**src/logic/ryvs_pkg.sv**
```systemverilog
// Package with constants and types of the RGB/YUV video input sampler
package ryvs_pkg;
  localparam int ADDR_W = 4;
  localparam int DATA_W = 16;
  localparam int CNT_W  = 12;
  localparam int PIX_W  = 24;

  // Register word addresses
  localparam logic [3:0] ADDR_CTRL      = 4'h0;
  localparam logic [3:0] ADDR_V_OFFSET  = 4'h1;
  localparam logic [3:0] ADDR_H_OFFSET  = 4'h2;
  localparam logic [3:0] ADDR_V_LENGTH  = 4'h3;
  localparam logic [3:0] ADDR_H_LENGTH  = 4'h4;
  localparam logic [3:0] ADDR_CLAMP_ON  = 4'h5;
  localparam logic [3:0] ADDR_CLAMP_OFF = 4'h6;
  localparam logic [3:0] ADDR_GAINC_ON  = 4'h7;
  localparam logic [3:0] ADDR_GAINC_OFF = 4'h8;
  localparam logic [3:0] ADDR_STATUS    = 4'h9;

  // Control register fields
  localparam int CTRL_RGB_ON     = 0;
  localparam int CTRL_RGB_INTERL = 1;
  localparam int CTRL_DUAL_ADC   = 2;
  localparam int CTRL_SAMPLE_SEQ = 3;
  localparam int CTRL_VERTICAL_SYNC_POLARITY     = 4;
  localparam int CTRL_HORIZONTAL_SYNC_POLARITY     = 5;
  localparam int CTRL_CLAMP_POL  = 6;
  localparam int CTRL_GAINC_POL  = 7;
  localparam int CTRL_CLK_MUX    = 8;
  localparam int CTRL_QUAL_POL   = 9;
  localparam int CTRL_YUV_MODE   = 10;
  localparam int CTRL_FIELD_MODE = 12;

  // Status register fields
  localparam int STAT_FIELD   = 12;
  localparam int STAT_CAPTURE = 13;

  localparam logic [15:0]      CTRL_RESET = 16'h0001;
  localparam logic [CNT_W-1:0] CNT_RESET  = 12'h000;

  // Input formats and field capture policies
  localparam logic [1:0] YUV_656 = 2'h0;
  localparam logic [1:0] FLD_ALL = 2'h0;
  localparam logic [1:0] FLD_ALT = 2'h1;
  localparam logic [1:0] FLD_ODD = 2'h2;

  // Embedded timing code bytes and flag positions
  localparam logic [7:0] CODE_FF = 8'hFF;
  localparam logic [7:0] CODE_00 = 8'h00;
  localparam int CODE_F = 6;
  localparam int CODE_V = 5;
  localparam int CODE_H = 4;

  typedef enum logic [1:0] {
    CS_IDLE = 2'b00,
    CS_FF   = 2'b01,
    CS_Z1   = 2'b10,
    CS_Z2   = 2'b11
  } ryvs_code_state_type;

  typedef struct packed {
    logic             vsync;
    logic             hsync;
    logic             horizontal_reference_in;
    logic             qual;
    logic             sclk;
    logic             aclk;
    logic [PIX_W-1:0] port_a;
    logic [PIX_W-1:0] port_b;
  } ryvs_pins_type;

  typedef struct packed {
    logic             valid;
    logic             frame_start;
    logic             line_start;
    logic [PIX_W-1:0] data;
  } ryvs_pixel_type;
endpackage : ryvs_pkg

```
**src/logic/ryvs_sampler.sv**
```systemverilog
// RGB/YUV video input sampler with capture window, clamp and gain-correction pulses
//
// Contract
// - Sample RGB when RGB select set, otherwise sample YUV.
// - Interlaced RGB accepted only when interlace enable set; else progressive.
// - One ADC samples rising clock edges; two ADCs sample both edges.
// - Capture only pixels inside programmable offset and length window.
// - Offset counters start at second edge of vertical and horizontal sync.
// - Sync inputs interpreted with separately programmable polarities.
// - Vertical offset counted in lines, horizontal offset in pixels.
// - Single ADC takes port A; dual ADC alternates ports A and B.
// - Sequence flag picks first port after active horizontal sync edge.
// - Clamp pulse timed in half dot clock units.
// - Clamp on/off counts from second hsync edge; polarity programmable.
// - Gain pulse copies hsync with separate edge delays and polarity.
// - Gain pulse delays counted in half dot clock units.
// - Two-bit format: 656 embedded, 4:1:1, 4:2:2, 4:4:4.
// - Embedded mode ignores external syncs, uses embedded codes only.
// - Other YUV formats use syncs; reference input marks video and chroma start.
// - YUV uses same window values, relative to whole frame.
// - Field policy: all, alternate, odd only, even only.
// - YUV clocked by alternate clock when clock select set.
// - YUV sampled only while qualifier asserted at programmed polarity.
//
// The strobed register port and the register offsets are this design's own decisions.
`timescale 1ns/1ns
module ryvs_sampler (
  input  wire logic                          sys_clk,
  input  wire logic                          nrst,
  input  wire logic [ryvs_pkg::ADDR_W-1:0]   reg_addr,
  input  wire logic [ryvs_pkg::DATA_W-1:0]   reg_wdata,
  input  wire logic                          reg_wr,
  input  wire logic                          reg_rd,
  output logic      [ryvs_pkg::DATA_W-1:0]   reg_rdata,
  input  wire ryvs_pkg::ryvs_pins_type       pins_in,
  output ryvs_pkg::ryvs_pixel_type           pixel_out,
  output logic                               clamp_out,
  output logic                               gain_correction_out
);

  localparam int CW = ryvs_pkg::CNT_W;

  // Window test on a counter
  function automatic logic in_window(input logic [CW-1:0] cnt,
                                     input logic [CW-1:0] off,
                                     input logic [CW-1:0] len);
    logic [CW:0] rel;
    rel = {1'b0, cnt} - {1'b0, off};
    in_window = (cnt >= off) && (rel < {1'b0, len});
  endfunction : in_window

  // Saturating increment
  function automatic logic [CW-1:0] sat_inc(input logic [CW-1:0] v);
    sat_inc = (&v) ? v : v + 12'h001;
  endfunction : sat_inc

  // Registers
  logic [15:0]   ctrl_q;
  logic [CW-1:0] v_off_q;
  logic [CW-1:0] h_off_q;
  logic [CW-1:0] v_len_q;
  logic [CW-1:0] h_len_q;
  logic [CW-1:0] clamp_on_q;
  logic [CW-1:0] clamp_off_q;
  logic [CW-1:0] gainc_on_q;
  logic [CW-1:0] gainc_off_q;
  logic [15:0]   rdata_q;

  // Synchronisers and edge history
  ryvs_pkg::ryvs_pins_type sync1_q;
  ryvs_pkg::ryvs_pins_type sync2_q;
  ryvs_pkg::ryvs_pins_type prev_q;

  // Counters and state
  logic [CW-1:0] hcnt_q;
  logic [CW-1:0] vcnt_q;
  logic [CW-1:0] hu_q;
  logic [CW-1:0] g_lead_q;
  logic [CW-1:0] g_trail_q;
  logic          g_lead_arm_q;
  logic          g_trail_arm_q;
  logic          g_act_q;
  logic          half_ph_q;
  logic          sel_b_q;
  logic          field_q;
  logic          capture_q;
  logic          last_fid_q;
  logic          first_frame_q;
  logic          first_line_q;
  logic          code_v_q;
  logic          code_act_q;
  ryvs_pkg::ryvs_code_state_type cs_q;
  ryvs_pkg::ryvs_pixel_type      pix_q;
  logic          clamp_q;

  // Control fields
  logic       rgb_on;
  logic       dual;
  logic [1:0] yuv_mode;
  logic [1:0] fld_mode;
  logic       embedded;
  logic       interl;

  assign rgb_on   = ctrl_q[ryvs_pkg::CTRL_RGB_ON];
  assign dual     = ctrl_q[ryvs_pkg::CTRL_DUAL_ADC];
  assign yuv_mode = ctrl_q[ryvs_pkg::CTRL_YUV_MODE +: 2];
  assign fld_mode = ctrl_q[ryvs_pkg::CTRL_FIELD_MODE +: 2];
  assign embedded = !rgb_on && (yuv_mode == ryvs_pkg::YUV_656);
  assign interl   = rgb_on ? ctrl_q[ryvs_pkg::CTRL_RGB_INTERL] : 1'b1;

  // Register writes
  always_ff @(posedge sys_clk or negedge nrst) begin
    if (!nrst) begin
      ctrl_q      <= ryvs_pkg::CTRL_RESET;
      v_off_q     <= ryvs_pkg::CNT_RESET;
      h_off_q     <= ryvs_pkg::CNT_RESET;
      v_len_q     <= ryvs_pkg::CNT_RESET;
      h_len_q     <= ryvs_pkg::CNT_RESET;
      clamp_on_q  <= ryvs_pkg::CNT_RESET;
      clamp_off_q <= ryvs_pkg::CNT_RESET;
      gainc_on_q  <= ryvs_pkg::CNT_RESET;
      gainc_off_q <= ryvs_pkg::CNT_RESET;
    end else if (reg_wr) begin
      case (reg_addr)
        ryvs_pkg::ADDR_CTRL:      ctrl_q      <= reg_wdata;
        ryvs_pkg::ADDR_V_OFFSET:  v_off_q     <= reg_wdata[CW-1:0];
        ryvs_pkg::ADDR_H_OFFSET:  h_off_q     <= reg_wdata[CW-1:0];
        ryvs_pkg::ADDR_V_LENGTH:  v_len_q     <= reg_wdata[CW-1:0];
        ryvs_pkg::ADDR_H_LENGTH:  h_len_q     <= reg_wdata[CW-1:0];
        ryvs_pkg::ADDR_CLAMP_ON:  clamp_on_q  <= reg_wdata[CW-1:0];
        ryvs_pkg::ADDR_CLAMP_OFF: clamp_off_q <= reg_wdata[CW-1:0];
        ryvs_pkg::ADDR_GAINC_ON:  gainc_on_q  <= reg_wdata[CW-1:0];
        ryvs_pkg::ADDR_GAINC_OFF: gainc_off_q <= reg_wdata[CW-1:0];
        default: ;
      endcase
    end
  end

  // Register reads, data in the following cycle
  always_ff @(posedge sys_clk or negedge nrst) begin
    if (!nrst) begin
      rdata_q <= 16'h0000;
    end else if (reg_rd) begin
      case (reg_addr)
        ryvs_pkg::ADDR_CTRL:      rdata_q <= ctrl_q;
        ryvs_pkg::ADDR_V_OFFSET:  rdata_q <= {4'h0, v_off_q};
        ryvs_pkg::ADDR_H_OFFSET:  rdata_q <= {4'h0, h_off_q};
        ryvs_pkg::ADDR_V_LENGTH:  rdata_q <= {4'h0, v_len_q};
        ryvs_pkg::ADDR_H_LENGTH:  rdata_q <= {4'h0, h_len_q};
        ryvs_pkg::ADDR_CLAMP_ON:  rdata_q <= {4'h0, clamp_on_q};
        ryvs_pkg::ADDR_CLAMP_OFF: rdata_q <= {4'h0, clamp_off_q};
        ryvs_pkg::ADDR_GAINC_ON:  rdata_q <= {4'h0, gainc_on_q};
        ryvs_pkg::ADDR_GAINC_OFF: rdata_q <= {4'h0, gainc_off_q};
        ryvs_pkg::ADDR_STATUS:    rdata_q <= {2'b00, capture_q, field_q, vcnt_q};
        default:                  rdata_q <= 16'h0000;
      endcase
    end else begin
      rdata_q <= 16'h0000;
    end
  end

  assign reg_rdata = rdata_q;

  // Two-stage synchroniser for every pin, then one history stage
  always_ff @(posedge sys_clk or negedge nrst) begin
    if (!nrst) begin
      sync1_q <= '0;
      sync2_q <= '0;
      prev_q  <= '0;
    end else begin
      sync1_q <= pins_in;
      sync2_q <= sync1_q;
      prev_q  <= sync2_q;
    end
  end

  // Masks sync edges until the history holds real pin levels, no false edge after reset
  logic [1:0] warm_q;
  always_ff @(posedge sys_clk or negedge nrst) begin
    if (!nrst) begin
      warm_q <= 2'h0;
    end else if (warm_q != 2'h3) begin
      warm_q <= warm_q + 2'h1;
    end
  end

  // Sync levels at programmed polarity and their edges
  logic vs_act;
  logic vs_act_p;
  logic hs_act;
  logic hs_act_p;
  logic vs_trail;
  logic hs_lead;
  logic hs_trail;
  logic horizontal_reference_in_rise;
  assign vs_act    = sync2_q.vsync == ctrl_q[ryvs_pkg::CTRL_VERTICAL_SYNC_POLARITY];
  assign vs_act_p  = prev_q.vsync == ctrl_q[ryvs_pkg::CTRL_VERTICAL_SYNC_POLARITY];
  assign hs_act    = sync2_q.hsync == ctrl_q[ryvs_pkg::CTRL_HORIZONTAL_SYNC_POLARITY];
  assign hs_act_p  = prev_q.hsync == ctrl_q[ryvs_pkg::CTRL_HORIZONTAL_SYNC_POLARITY];
  assign vs_trail  = (&warm_q) && !embedded && !vs_act && vs_act_p;
  assign hs_lead   = (&warm_q) && !embedded && hs_act && !hs_act_p;
  assign hs_trail  = (&warm_q) && !embedded && !hs_act && hs_act_p;
  assign horizontal_reference_in_rise = sync2_q.horizontal_reference_in && !prev_q.horizontal_reference_in;

  // Sample clock edges
  logic sclk_rise;
  logic sclk_fall;
  logic aclk_rise;
  logic qual_ok;
  logic sample_tick;
  logic hd_tick;
  assign sclk_rise = sync2_q.sclk && !prev_q.sclk;
  assign sclk_fall = !sync2_q.sclk && prev_q.sclk;
  assign aclk_rise = sync2_q.aclk && !prev_q.aclk;
  assign qual_ok   = sync2_q.qual == ctrl_q[ryvs_pkg::CTRL_QUAL_POL];

  always_comb begin
    if (rgb_on) begin
      sample_tick = sclk_rise || (dual && sclk_fall);
    end else if (ctrl_q[ryvs_pkg::CTRL_CLK_MUX]) begin
      sample_tick = aclk_rise && qual_ok;
    end else begin
      sample_tick = sclk_rise && qual_ok;
    end
  end

  // Half dot clock tick: every sample clock in dual mode, every second one otherwise
  always_ff @(posedge sys_clk or negedge nrst) begin
    if (!nrst) begin
      half_ph_q <= 1'b0;
    end else if (sclk_rise) begin
      half_ph_q <= !half_ph_q;
    end
  end

  assign hd_tick = sclk_rise && (dual || half_ph_q);

  // Embedded timing code parser
  logic [7:0] code_byte;
  logic       code_tick;
  logic       sav_tick;
  logic       fld_start_656;
  assign code_byte = sync2_q.port_a[7:0];
  assign code_tick = embedded && sample_tick && (cs_q == ryvs_pkg::CS_Z2);
  assign sav_tick  = code_tick && !code_byte[ryvs_pkg::CODE_H];
  assign fld_start_656 = sav_tick && !code_byte[ryvs_pkg::CODE_V] && code_v_q;

  always_ff @(posedge sys_clk or negedge nrst) begin
    if (!nrst) begin
      cs_q <= ryvs_pkg::CS_IDLE;
    end else if (embedded && sample_tick) begin
      case (cs_q)
        ryvs_pkg::CS_IDLE: begin
          cs_q <= (code_byte == ryvs_pkg::CODE_FF) ? ryvs_pkg::CS_FF : ryvs_pkg::CS_IDLE;
        end
        ryvs_pkg::CS_FF: begin
          cs_q <= (code_byte == ryvs_pkg::CODE_00) ? ryvs_pkg::CS_Z1 : ryvs_pkg::CS_IDLE;
        end
        ryvs_pkg::CS_Z1: begin
          cs_q <= (code_byte == ryvs_pkg::CODE_00) ? ryvs_pkg::CS_Z2 : ryvs_pkg::CS_IDLE;
        end
        default: cs_q <= ryvs_pkg::CS_IDLE;
      endcase
    end
  end

  always_ff @(posedge sys_clk or negedge nrst) begin
    if (!nrst) begin
      code_v_q   <= 1'b1;
      code_act_q <= 1'b0;
    end else if (!embedded) begin
      code_act_q <= 1'b0;
    end else if (code_tick) begin
      code_v_q   <= code_byte[ryvs_pkg::CODE_V];
      code_act_q <= !code_byte[ryvs_pkg::CODE_H] && !code_byte[ryvs_pkg::CODE_V];
    end
  end

  // Line and frame events per source
  logic h_rst;
  logic v_inc;
  logic fld_start;
  logic new_fid;
  logic frame_begin;
  logic pix_tick;

  always_comb begin
    if (embedded) begin
      h_rst     = sav_tick;
      v_inc     = sav_tick;
      fld_start = fld_start_656;
      new_fid   = code_byte[ryvs_pkg::CODE_F];
      pix_tick  = sample_tick && code_act_q && (cs_q == ryvs_pkg::CS_IDLE)
                  && (code_byte != ryvs_pkg::CODE_FF);
    end else if (rgb_on) begin
      h_rst     = hs_trail;
      v_inc     = hs_trail;
      fld_start = vs_trail;
      new_fid   = interl && !field_q;
      pix_tick  = sample_tick;
    end else begin
      h_rst     = horizontal_reference_in_rise;
      v_inc     = hs_trail;
      fld_start = vs_trail;
      new_fid   = !field_q;
      pix_tick  = sample_tick && sync2_q.horizontal_reference_in;
    end
  end

  assign frame_begin = fld_start && !(interl && new_fid);

  // First sync edge after frame start opens line zero
  logic v_first_q;
  always_ff @(posedge sys_clk or negedge nrst) begin
    if (!nrst) begin
      v_first_q <= 1'b0;
    end else if (frame_begin) begin
      v_first_q <= !embedded;
    end else if (v_inc) begin
      v_first_q <= 1'b0;
    end
  end

  // Horizontal and vertical position counters
  always_ff @(posedge sys_clk or negedge nrst) begin
    if (!nrst) begin
      hcnt_q <= ryvs_pkg::CNT_RESET;
    end else if (h_rst) begin
      hcnt_q <= ryvs_pkg::CNT_RESET;
    end else if (pix_tick) begin
      hcnt_q <= sat_inc(hcnt_q);
    end
  end

  always_ff @(posedge sys_clk or negedge nrst) begin
    if (!nrst) begin
      vcnt_q <= ryvs_pkg::CNT_RESET;
    end else if (frame_begin) begin
      vcnt_q <= ryvs_pkg::CNT_RESET;
    end else if (v_inc && !v_first_q) begin
      vcnt_q <= sat_inc(vcnt_q);
    end
  end

  // Field identity and capture decision
  logic cap_d;
  always_comb begin
    case (fld_mode)
      ryvs_pkg::FLD_ALL: cap_d = 1'b1;
      ryvs_pkg::FLD_ALT: cap_d = new_fid != last_fid_q;
      ryvs_pkg::FLD_ODD: cap_d = new_fid;
      default:           cap_d = !new_fid;
    endcase
  end

  always_ff @(posedge sys_clk or negedge nrst) begin
    if (!nrst) begin
      field_q    <= 1'b0;
      capture_q  <= 1'b1;
      last_fid_q <= 1'b1;
    end else if (fld_start) begin
      field_q   <= new_fid;
      capture_q <= rgb_on || cap_d;
      if (rgb_on || cap_d) begin
        last_fid_q <= new_fid;
      end
    end
  end

  // Port alternation for dual ADC mode
  always_ff @(posedge sys_clk or negedge nrst) begin
    if (!nrst) begin
      sel_b_q <= 1'b0;
    end else if (hs_lead) begin
      sel_b_q <= ctrl_q[ryvs_pkg::CTRL_SAMPLE_SEQ];
    end else if (sample_tick && dual) begin
      sel_b_q <= !sel_b_q;
    end
  end

  // Pixel output with markers
  logic take;
  assign take = pix_tick && capture_q
                && in_window(hcnt_q, h_off_q, h_len_q)
                && in_window(vcnt_q, v_off_q, v_len_q);

  always_ff @(posedge sys_clk or negedge nrst) begin
    if (!nrst) begin
      first_frame_q <= 1'b0;
      first_line_q  <= 1'b0;
    end else begin
      if (frame_begin) begin
        first_frame_q <= 1'b1;
      end else if (take) begin
        first_frame_q <= 1'b0;
      end
      if (h_rst) begin
        first_line_q <= 1'b1;
      end else if (take) begin
        first_line_q <= 1'b0;
      end
    end
  end

  always_ff @(posedge sys_clk or negedge nrst) begin
    if (!nrst) begin
      pix_q <= '0;
    end else begin
      pix_q.valid       <= take;
      pix_q.frame_start <= take && first_frame_q;
      pix_q.line_start  <= take && first_line_q;
      if (take) begin
        pix_q.data <= (rgb_on && dual && sel_b_q) ? sync2_q.port_b : sync2_q.port_a;
      end
    end
  end

  assign pixel_out = pix_q;

  // Clamp pulse timed from the trailing hsync edge
  always_ff @(posedge sys_clk or negedge nrst) begin
    if (!nrst) begin
      hu_q <= ryvs_pkg::CNT_RESET;
    end else if (hs_trail) begin
      hu_q <= ryvs_pkg::CNT_RESET;
    end else if (hd_tick) begin
      hu_q <= sat_inc(hu_q);
    end
  end

  always_ff @(posedge sys_clk or negedge nrst) begin
    if (!nrst) begin
      clamp_q <= 1'b0;
    end else begin
      clamp_q <= ((hu_q >= clamp_on_q) && (hu_q < clamp_off_q))
                 == ctrl_q[ryvs_pkg::CTRL_CLAMP_POL];
    end
  end

  assign clamp_out = clamp_q;

  // Gain correction: hsync copy with separately delayed edges
  always_ff @(posedge sys_clk or negedge nrst) begin
    if (!nrst) begin
      g_lead_q      <= ryvs_pkg::CNT_RESET;
      g_trail_q     <= ryvs_pkg::CNT_RESET;
      g_lead_arm_q  <= 1'b0;
      g_trail_arm_q <= 1'b0;
      g_act_q       <= 1'b0;
    end else begin
      if (hs_lead) begin
        g_lead_q     <= ryvs_pkg::CNT_RESET;
        g_lead_arm_q <= 1'b1;
      end else if (g_lead_arm_q && (g_lead_q >= gainc_on_q)) begin
        g_lead_arm_q <= 1'b0;
        g_act_q      <= 1'b1;
      end else if (hd_tick) begin
        g_lead_q <= sat_inc(g_lead_q);
      end
      if (hs_trail) begin
        g_trail_q     <= ryvs_pkg::CNT_RESET;
        g_trail_arm_q <= 1'b1;
      end else if (g_trail_arm_q && (g_trail_q >= gainc_off_q)) begin
        g_trail_arm_q <= 1'b0;
        g_act_q       <= 1'b0;
      end else if (hd_tick) begin
        g_trail_q <= sat_inc(g_trail_q);
      end
    end
  end

  assign gain_correction_out = g_act_q == ctrl_q[ryvs_pkg::CTRL_GAINC_POL];

endmodule : ryvs_sampler

```
**config.mk**
```make
export PLATFORM = sky130hd
export DESIGN_NAME = ryvs_sampler
export DESIGN_NICKNAME = d
export VERILOG_FILES = /design/src/logic/ryvs_pkg.sv /design/src/logic/ryvs_sampler.sv
export SDC_FILE = /design/constraint.sdc
export NUM_CORES = 1
export LEC_CHECK = 0
export BUFFER_PORTS_ARGS = -buffer_cell sky130_fd_sc_hd__buf_2
export CAP_MARGIN = 0
export CORE_AREA = 10 10 240 242
export CTS_CLUSTER_DIAMETER = 80
export CTS_CLUSTER_SIZE = 20
export DETAILED_ROUTE_END_ITERATION = 10
export DIE_AREA = 0 0 250 252
export GPL_ROUTABILITY_DRIVEN = 0
export GPL_TIMING_DRIVEN = 0
export MAX_ROUTING_LAYER = met4
export PLACE_DENSITY = 0.56
export SYNTH_ARGS = -nofsm -noshare
export SYNTH_HDL_FRONTEND = slang
export SYNTH_SLANG_ARGS = --single-unit
export TNS_END_PERCENT = 50
```
**constraint.sdc**
```tcl
create_clock -name sys_clk -period 6.53 [get_ports sys_clk]
set_input_delay 1.306 -clock sys_clk [delete_from_list [all_inputs] [get_ports sys_clk]]
set_output_delay 1.306 -clock sys_clk [all_outputs]
set_load 0.03 [all_outputs]
```
# Word-level counts from Yosys, hierarchy flattened
# Cells that the tools add are included.
[word_totals] out_inout_bits=45 word_cells=258 regBits=346
[op_classes] mux=53 order_cmp=8 n_reduce_logical=100 n_addsub=8 n_eq_ne=33
[ops] op="two-way mux 12 bit" count=17
[ops] op="one-hot mux 16 bit (10 select lines)" count=1
[ops] op="adder 12 x 1 -> 12 bit (second input constant)" count=5
[ops] op="greater-or-equal comparator 12 bit" count=5
[ops] op="AND reduction 12 bit" count=5
[ops] op="logical AND 1 bit" count=43
[ops] op="AND reduction 2 bit" count=15
[ops] op="two-way mux 1 bit" count=29
[ops] op="less-than comparator 13 x 12 -> 1 bit" count=2
[ops] op="subtractor 12 x 12 -> 13 bit" count=2
[ops] op="two-way mux 24 bit" count=1
[ops] op="nonzero test 2 bit" count=10
[ops] op="zero test 1 bit" count=17
[ops] op="== test 4 x 3 -> 1 bit (second input constant)" count=4
[ops] op="two-way mux 16 bit" count=1
[ops] op="!= test 2 bit (second input constant)" count=8
[ops] op="less-than comparator 12 bit" count=1
[ops] op="== test 4 x 2 -> 1 bit (second input constant)" count=2
[ops] op="== test 4 bit (second input constant)" count=2
[ops] op="== test 8 bit (second input constant)" count=1
[ops] op="zero test 8 bit" count=1
[ops] op="!= test 8 bit (second input constant)" count=1
[ops] op="== test 1 bit" count=7
[ops] op="== test 2 bit (second input constant)" count=3
[ops] op="other kinds (12)" count=19

# Longest topological paths before layout
[logic_depth] ltp_word=14 ltp_mapped=21 mapped_depth_nobuf=20

# Worst setup path before layout
# Ideal clock, no wire load.
[synth_timing] path_type="register -> register" startpoint="register vcnt_q[1]" endpoint="register pix_q (netlist bit pixel_out[22])" n_path_buf=1 stages_incl_launch_ff=20 required_time_ps=6402 path_slack_ps=1601 arrival_ps=4801 synth_period_minus_slack_ps=4929 path_cell_list="dfrtp_1 > ha_1 > nor2b_1 > o31a_1 > o31ai_1 > a21oi_1 > or2_2 > a2111oi_0 > nor3_1 > xor2_1 > ha_1 > or3b_1 > a221o_1 > a221oi_2 > nand4_1 > nor4_1 > o21ai_1 > nor3_4 > buf_6 > mux2_1"
[synth_between] elab_chain_cells=4 word_cells_on_any_way=5 cone_classes="add/sub: 1; order compare: 2; reduce/logical: 2"
[synth_rtl] item="start: declaration" line_no="ryvs_sampler.sv:76" source="logic [CW-1:0] vcnt_q;"
[synth_rtl] item="start signal: assignment" line_no="ryvs_sampler.sv:337" source="vcnt_q <= ryvs_pkg::CNT_RESET;"
[synth_rtl] item="start signal: assignment" line_no="ryvs_sampler.sv:339" source="vcnt_q <= ryvs_pkg::CNT_RESET;"
[synth_rtl] item="start signal: assignment" line_no="ryvs_sampler.sv:341" source="vcnt_q <= sat_inc(vcnt_q);"
[synth_rtl] item="subtractor 12 x 12 -> 13 bit" line_no="ryvs_sampler.sv:48" source="rel = {1'b0, cnt} - {1'b0, off};"
[synth_rtl] item="less-than comparator 13 x 12 -> 1 bit" line_no="ryvs_sampler.sv:49" source="in_window = (cnt >= off) && (rel < {1'b0, len});"
[synth_rtl] item="logical AND 1 bit *" line_no="ryvs_sampler.sv:49"
[synth_rtl] item="logical AND 1 bit *" line_no="ryvs_sampler.sv:385" source="&& in_window(vcnt_q, v_off_q, v_len_q);"
[synth_rtl] item="via take" line_no="ryvs_sampler.sv:382" source="logic take;"
[synth_rtl] item="end: declaration" line_no="ryvs_sampler.sv:93" source="ryvs_pkg::ryvs_pixel_type pix_q;"
# Mark *: on every way through the listed nets, which the timed path passes. The rest lies on a longest branch.
# A chain may end at the register's enable or synchronous reset.

# Worst setup path after layout
[layout_timing] startpoint="register vcnt_q[1]" endpoint="register pix_q (netlist bit pixel_out[8])"
[layout_between] elab_chain_cells=4 word_cells_on_any_way=5 cone_classes="add/sub: 1; order compare: 2; reduce/logical: 2"
[layout_rtl] item="subtractor 12 x 12 -> 13 bit" line_no="ryvs_sampler.sv:48"
[layout_rtl] item="less-than comparator 13 x 12 -> 1 bit" line_no="ryvs_sampler.sv:49"
[layout_rtl] item="logical AND 1 bit *" line_no="ryvs_sampler.sv:49"
[layout_rtl] item="logical AND 1 bit *" line_no="ryvs_sampler.sv:385"
# Mark *: on every way between the ends. The rest lies on a longest branch, timed or not.

==> impl_metrics.tcl <==
set metrics [dict create \
    cts.sinks 346 \
    min_path_type "flop to flop" \
    rsz0062_at_grt "false" \
    required_ns 6.96 \
    numCtsBuffers 22 \
    die_h_microns 252 \
    finClkSkew_ns 0.02480 \
    yosys_warnings 0 \
    total_power_uw 5417 \
    synthFlopType "dfrtp_1" \
    root_buffer "clkbuf_16" \
    slew_viol_final 0 \
    path_max_fanout 10 \
    startpoint_type "flop" \
    area_delta_synth_final_pct 13.79 \
    vias 11250 \
    drtIter0Drc 805 \
    place_ws_ns 0.7179 \
    timing.final.crit_share_pct 89.69 \
    worstMarginPinSlew_ns 0.9361 \
    drc 0 \
    synth-seq-cells 346 \
    io_pins 123 \
    syn_area_sq_um 16230 \
    dp_cells 2177 \
    dp_hpwl_microns 33460 \
    cts_tree "done" \
    clk_latency_ns 0.55 \
    timing.final.ws_setup_ns 0.6729 \
    fin_cells 2225 \
    finalSetupViolations 0 \
    clock.fmax_ghz 0.1707 \
    io_buffers 121 \
    cts_setup_buffers 0 \
    antenna_found_initial 9 \
    cap_violations 0 \
    min_period_ns 5.857 \
    crit_arrival_ns 6.29 \
    syn_inst 1364 \
    slew_headroom_pct 36.93 \
    avgSynthCellArea_sq_um 11.90 \
    drt_wl_total_microns 44250 \
    cts_buffer_depth 3 \
    rows 84 \
    clk_pin_slew_ns 0.08 \
    path_cells "ha_1 -> nor2b_1 -> o31a_1 -> o31ai_1 -> a21oi_1 -> or2_2 -> a2111oi_0 -> nor3_1 -> xor2_1 -> ha_1 -> or3b_1 -> a221o_1 -> a221oi_2 -> nand4_1 -> nor4_1 -> o21ai_1 -> nor3_4 -> buf_6 -> mux2_1" \
    holdBufCountCts 0 \
    cpPeakStageDelay_ns 0.58 \
    vias_per_cell 5.055 \
    cts_resized 0 \
    p_leak_uw 0.008616 \
    synth_top_area_share_pct 52.73 \
    antenna_left 0 \
    synth-edff-count 0 \
    synthArstFlopShare_pct 100.0 \
    synth_nets 1543 \
    grt_max_degree 120 \
    num-nets-final 1692 \
    synth_largest_area_cell "dfrtp_1" \
    whs_ns 0.3434 \
    yosysSeqAreaShare_pct 53.38 \
    critPathCaptureType "flop" \
    h-tree-depth 1 \
    die_x_microns 250 \
    drive_gt1_share_pct 21.45 \
    hold_viol 0 \
    grtUsageTotal_pct 14.15 \
    first_pass_iters 5 \
    grt_pass1_vias 11580 \
    cpMaxStageDelayCell "dfrtp_1" \
    status "completed" \
    yosys.cell_types.count 70 \
    crit_top_cell "ha_1" \
    cellPowerDensity_nw_per_um2 293.3 \
    dieArea_sq_um 63000 \
    critical_path_class "flop to flop" \
    grt_pass1_wl_microns 68850 \
    core-area_sq_um 52450 \
    initial_core_util_pct 30.95 \
    wire_per_inst_microns 19.89 \
    grt_overflow_total 0 \
    synth.area.top_cells "dfrtp_1 (53%), mux2_2 (10%), ha_1 (7.6%)" \
    vdd_drop_max_uv 176.3 \
]
[logic make-up (layout without fill, tap and decap cells)]
logic type | after synthesis | after routing | share of synthesized area [%]
AOI/OAI and AO/OA | 251 | 251 | 11.09
and+or+nand+nor | 285 | 285 | 8.873
DFF | 346 | 346 | 53.38
adders and majority gates | 101 | 101 | 7.879
buffers and inverters | 150 | 315 | 3.569
muxes | 173 | 173 | 12.08
other | 0 | 8 | 0
xor gates and xnor gates | 58 | 58 | 3.130
[Yosys cell counts (19+ instances only)]
cell and number:
clkbuf_1 32, nand3_1 26, nand2_1 54, xor2_1 23
a21oi_1 43, mux2_2 148, o21ai_0 32, nor3_1 19
nor2_1 82, a21o_1 22, xnor2_1 35, a221oi_1 26
a22o_1 24, nand4_1 25, dfrtp_1 342, inv_1 113
ha_1 99
[placed cells by master (no fill, tap or decap), types with 22 or more instances in the layout]
master and count:
xnor2_1 35, nor2_1 82, a21o_1 22, xor2_1 23
a22o_1 24, nand3_1 26, nand2_1 54, inv_1 113
o21ai_0 32, clkbuf_1 44, nand4_1 25, ha_1 99
a21oi_1 43, clkbuf_16 22, a221oi_1 26, mux2_2 148
buf_2 122, dfrtp_1 342
[sequential cells by signal, indices dropped and copies added (netlist names), 8 cells and up]
signal and cells:
ctrl_q 16, g_trail_q 12, reg_rdata 16, clamp_on_q 12
code_byte 8, g_lead_q 12, h_off_q 12, h_len_q 12
gainc_on_q 12, v_len_q 12, gainc_off_q 12, pixel_out 27
v_off_q 12, hcnt_q 12, clamp_off_q 12, vcnt_q 12
sync2_q 46, sync1_q 54, hu_q 12
[worst max-delay path, delay by kind of cell (launching register included)]
| family | cells | cell delay, ns |
|---|---|---|
| AND/OR/NAND/NOR | 7 | 1.97 |
| AO/OA/AOI/OAI | 7 | 1.92 |
| flip-flops | 1 | 0.58 |
| adder cells (fa/ha/maj) | 2 | 0.51 |
| multiplexers | 1 | 0.34 |
| buffers and inverters | 1 | 0.24 |
| XOR/XNOR | 1 | 0.16 |
[power by group]
| part | internal [uW] | switching, uW |
|---|---|---|
| logic | 609 | 708 |
| clock network | 647 | 745 |
| registers | 2410 | 297 |
| total | 3670 | 1750 |
[through the flow]
| stage | util, % | area, sq um | TNS (ns) |
|---|---|---|---|
| 4_1_cts | 35.18 | 18450 | 0 |
| 6_report | 35.22 | 18470 | 0 |
| 2_1_floorplan | - | 16230 | 0 |
| 3_3_place_gp | 33.74 | 17700 | -857.38 |
| 3_5_place_dp | 33.93 | 17790 | 0 |
| 5_1_grt | 35.22 | 18470 | 0 |
[area by class of cell]
class / instances / area, sq um
antenna: 8 / 20.02
buffer: 37 / 155.1
clock buffer: 34 / 595.6
clock inverter: 6 / 58.81
fill: 5166 / 33980
inverter: 113 / 424.2
multi-input combinational: 868 / 6988
sequential: 346 / 8663
tap: 688 / 860.8
timing repair buffer: 125 / 703.2
[per-layer routing]
metal  track usage [%]  routed length (microns)  vias to the layer above  part of all wire [%]
met4             3.391                     1031                        0                   2.3
met1             19.53                    21460                     5616                    48
met5                 -                        0                        -                     0
li1                  -                        -                     5213                     -
met3             3.290                     2830                       61                   6.4
met2             20.63                    18930                      357                    43
[final timing paths]
kind,start,end,slack [ns],cells after the start
max in group asynchronous,nrst,sync1_q[21]$_DFF_PN0_,4.12,4
setup / recovery,vcnt_q[1]$_DFFE_PN0P_,pixel_out[8]$_DFFE_PN0P_,0.67,19
setup reg to reg,vcnt_q[1]$_DFFE_PN0P_,pixel_out[8]$_DFFE_PN0P_,0.67,19
hold reg to reg,sync1_q[41]$_DFF_PN0_,sync2_q[41]$_DFF_PN0_,0.34,0
hold / removal,sync1_q[41]$_DFF_PN0_,sync2_q[41]$_DFF_PN0_,0.34,0
min in group asynchronous,nrst,reg_rdata[9]$_DFF_PN0_,0.59,1
Note: power is estimated with default switching activity, not from simulation.
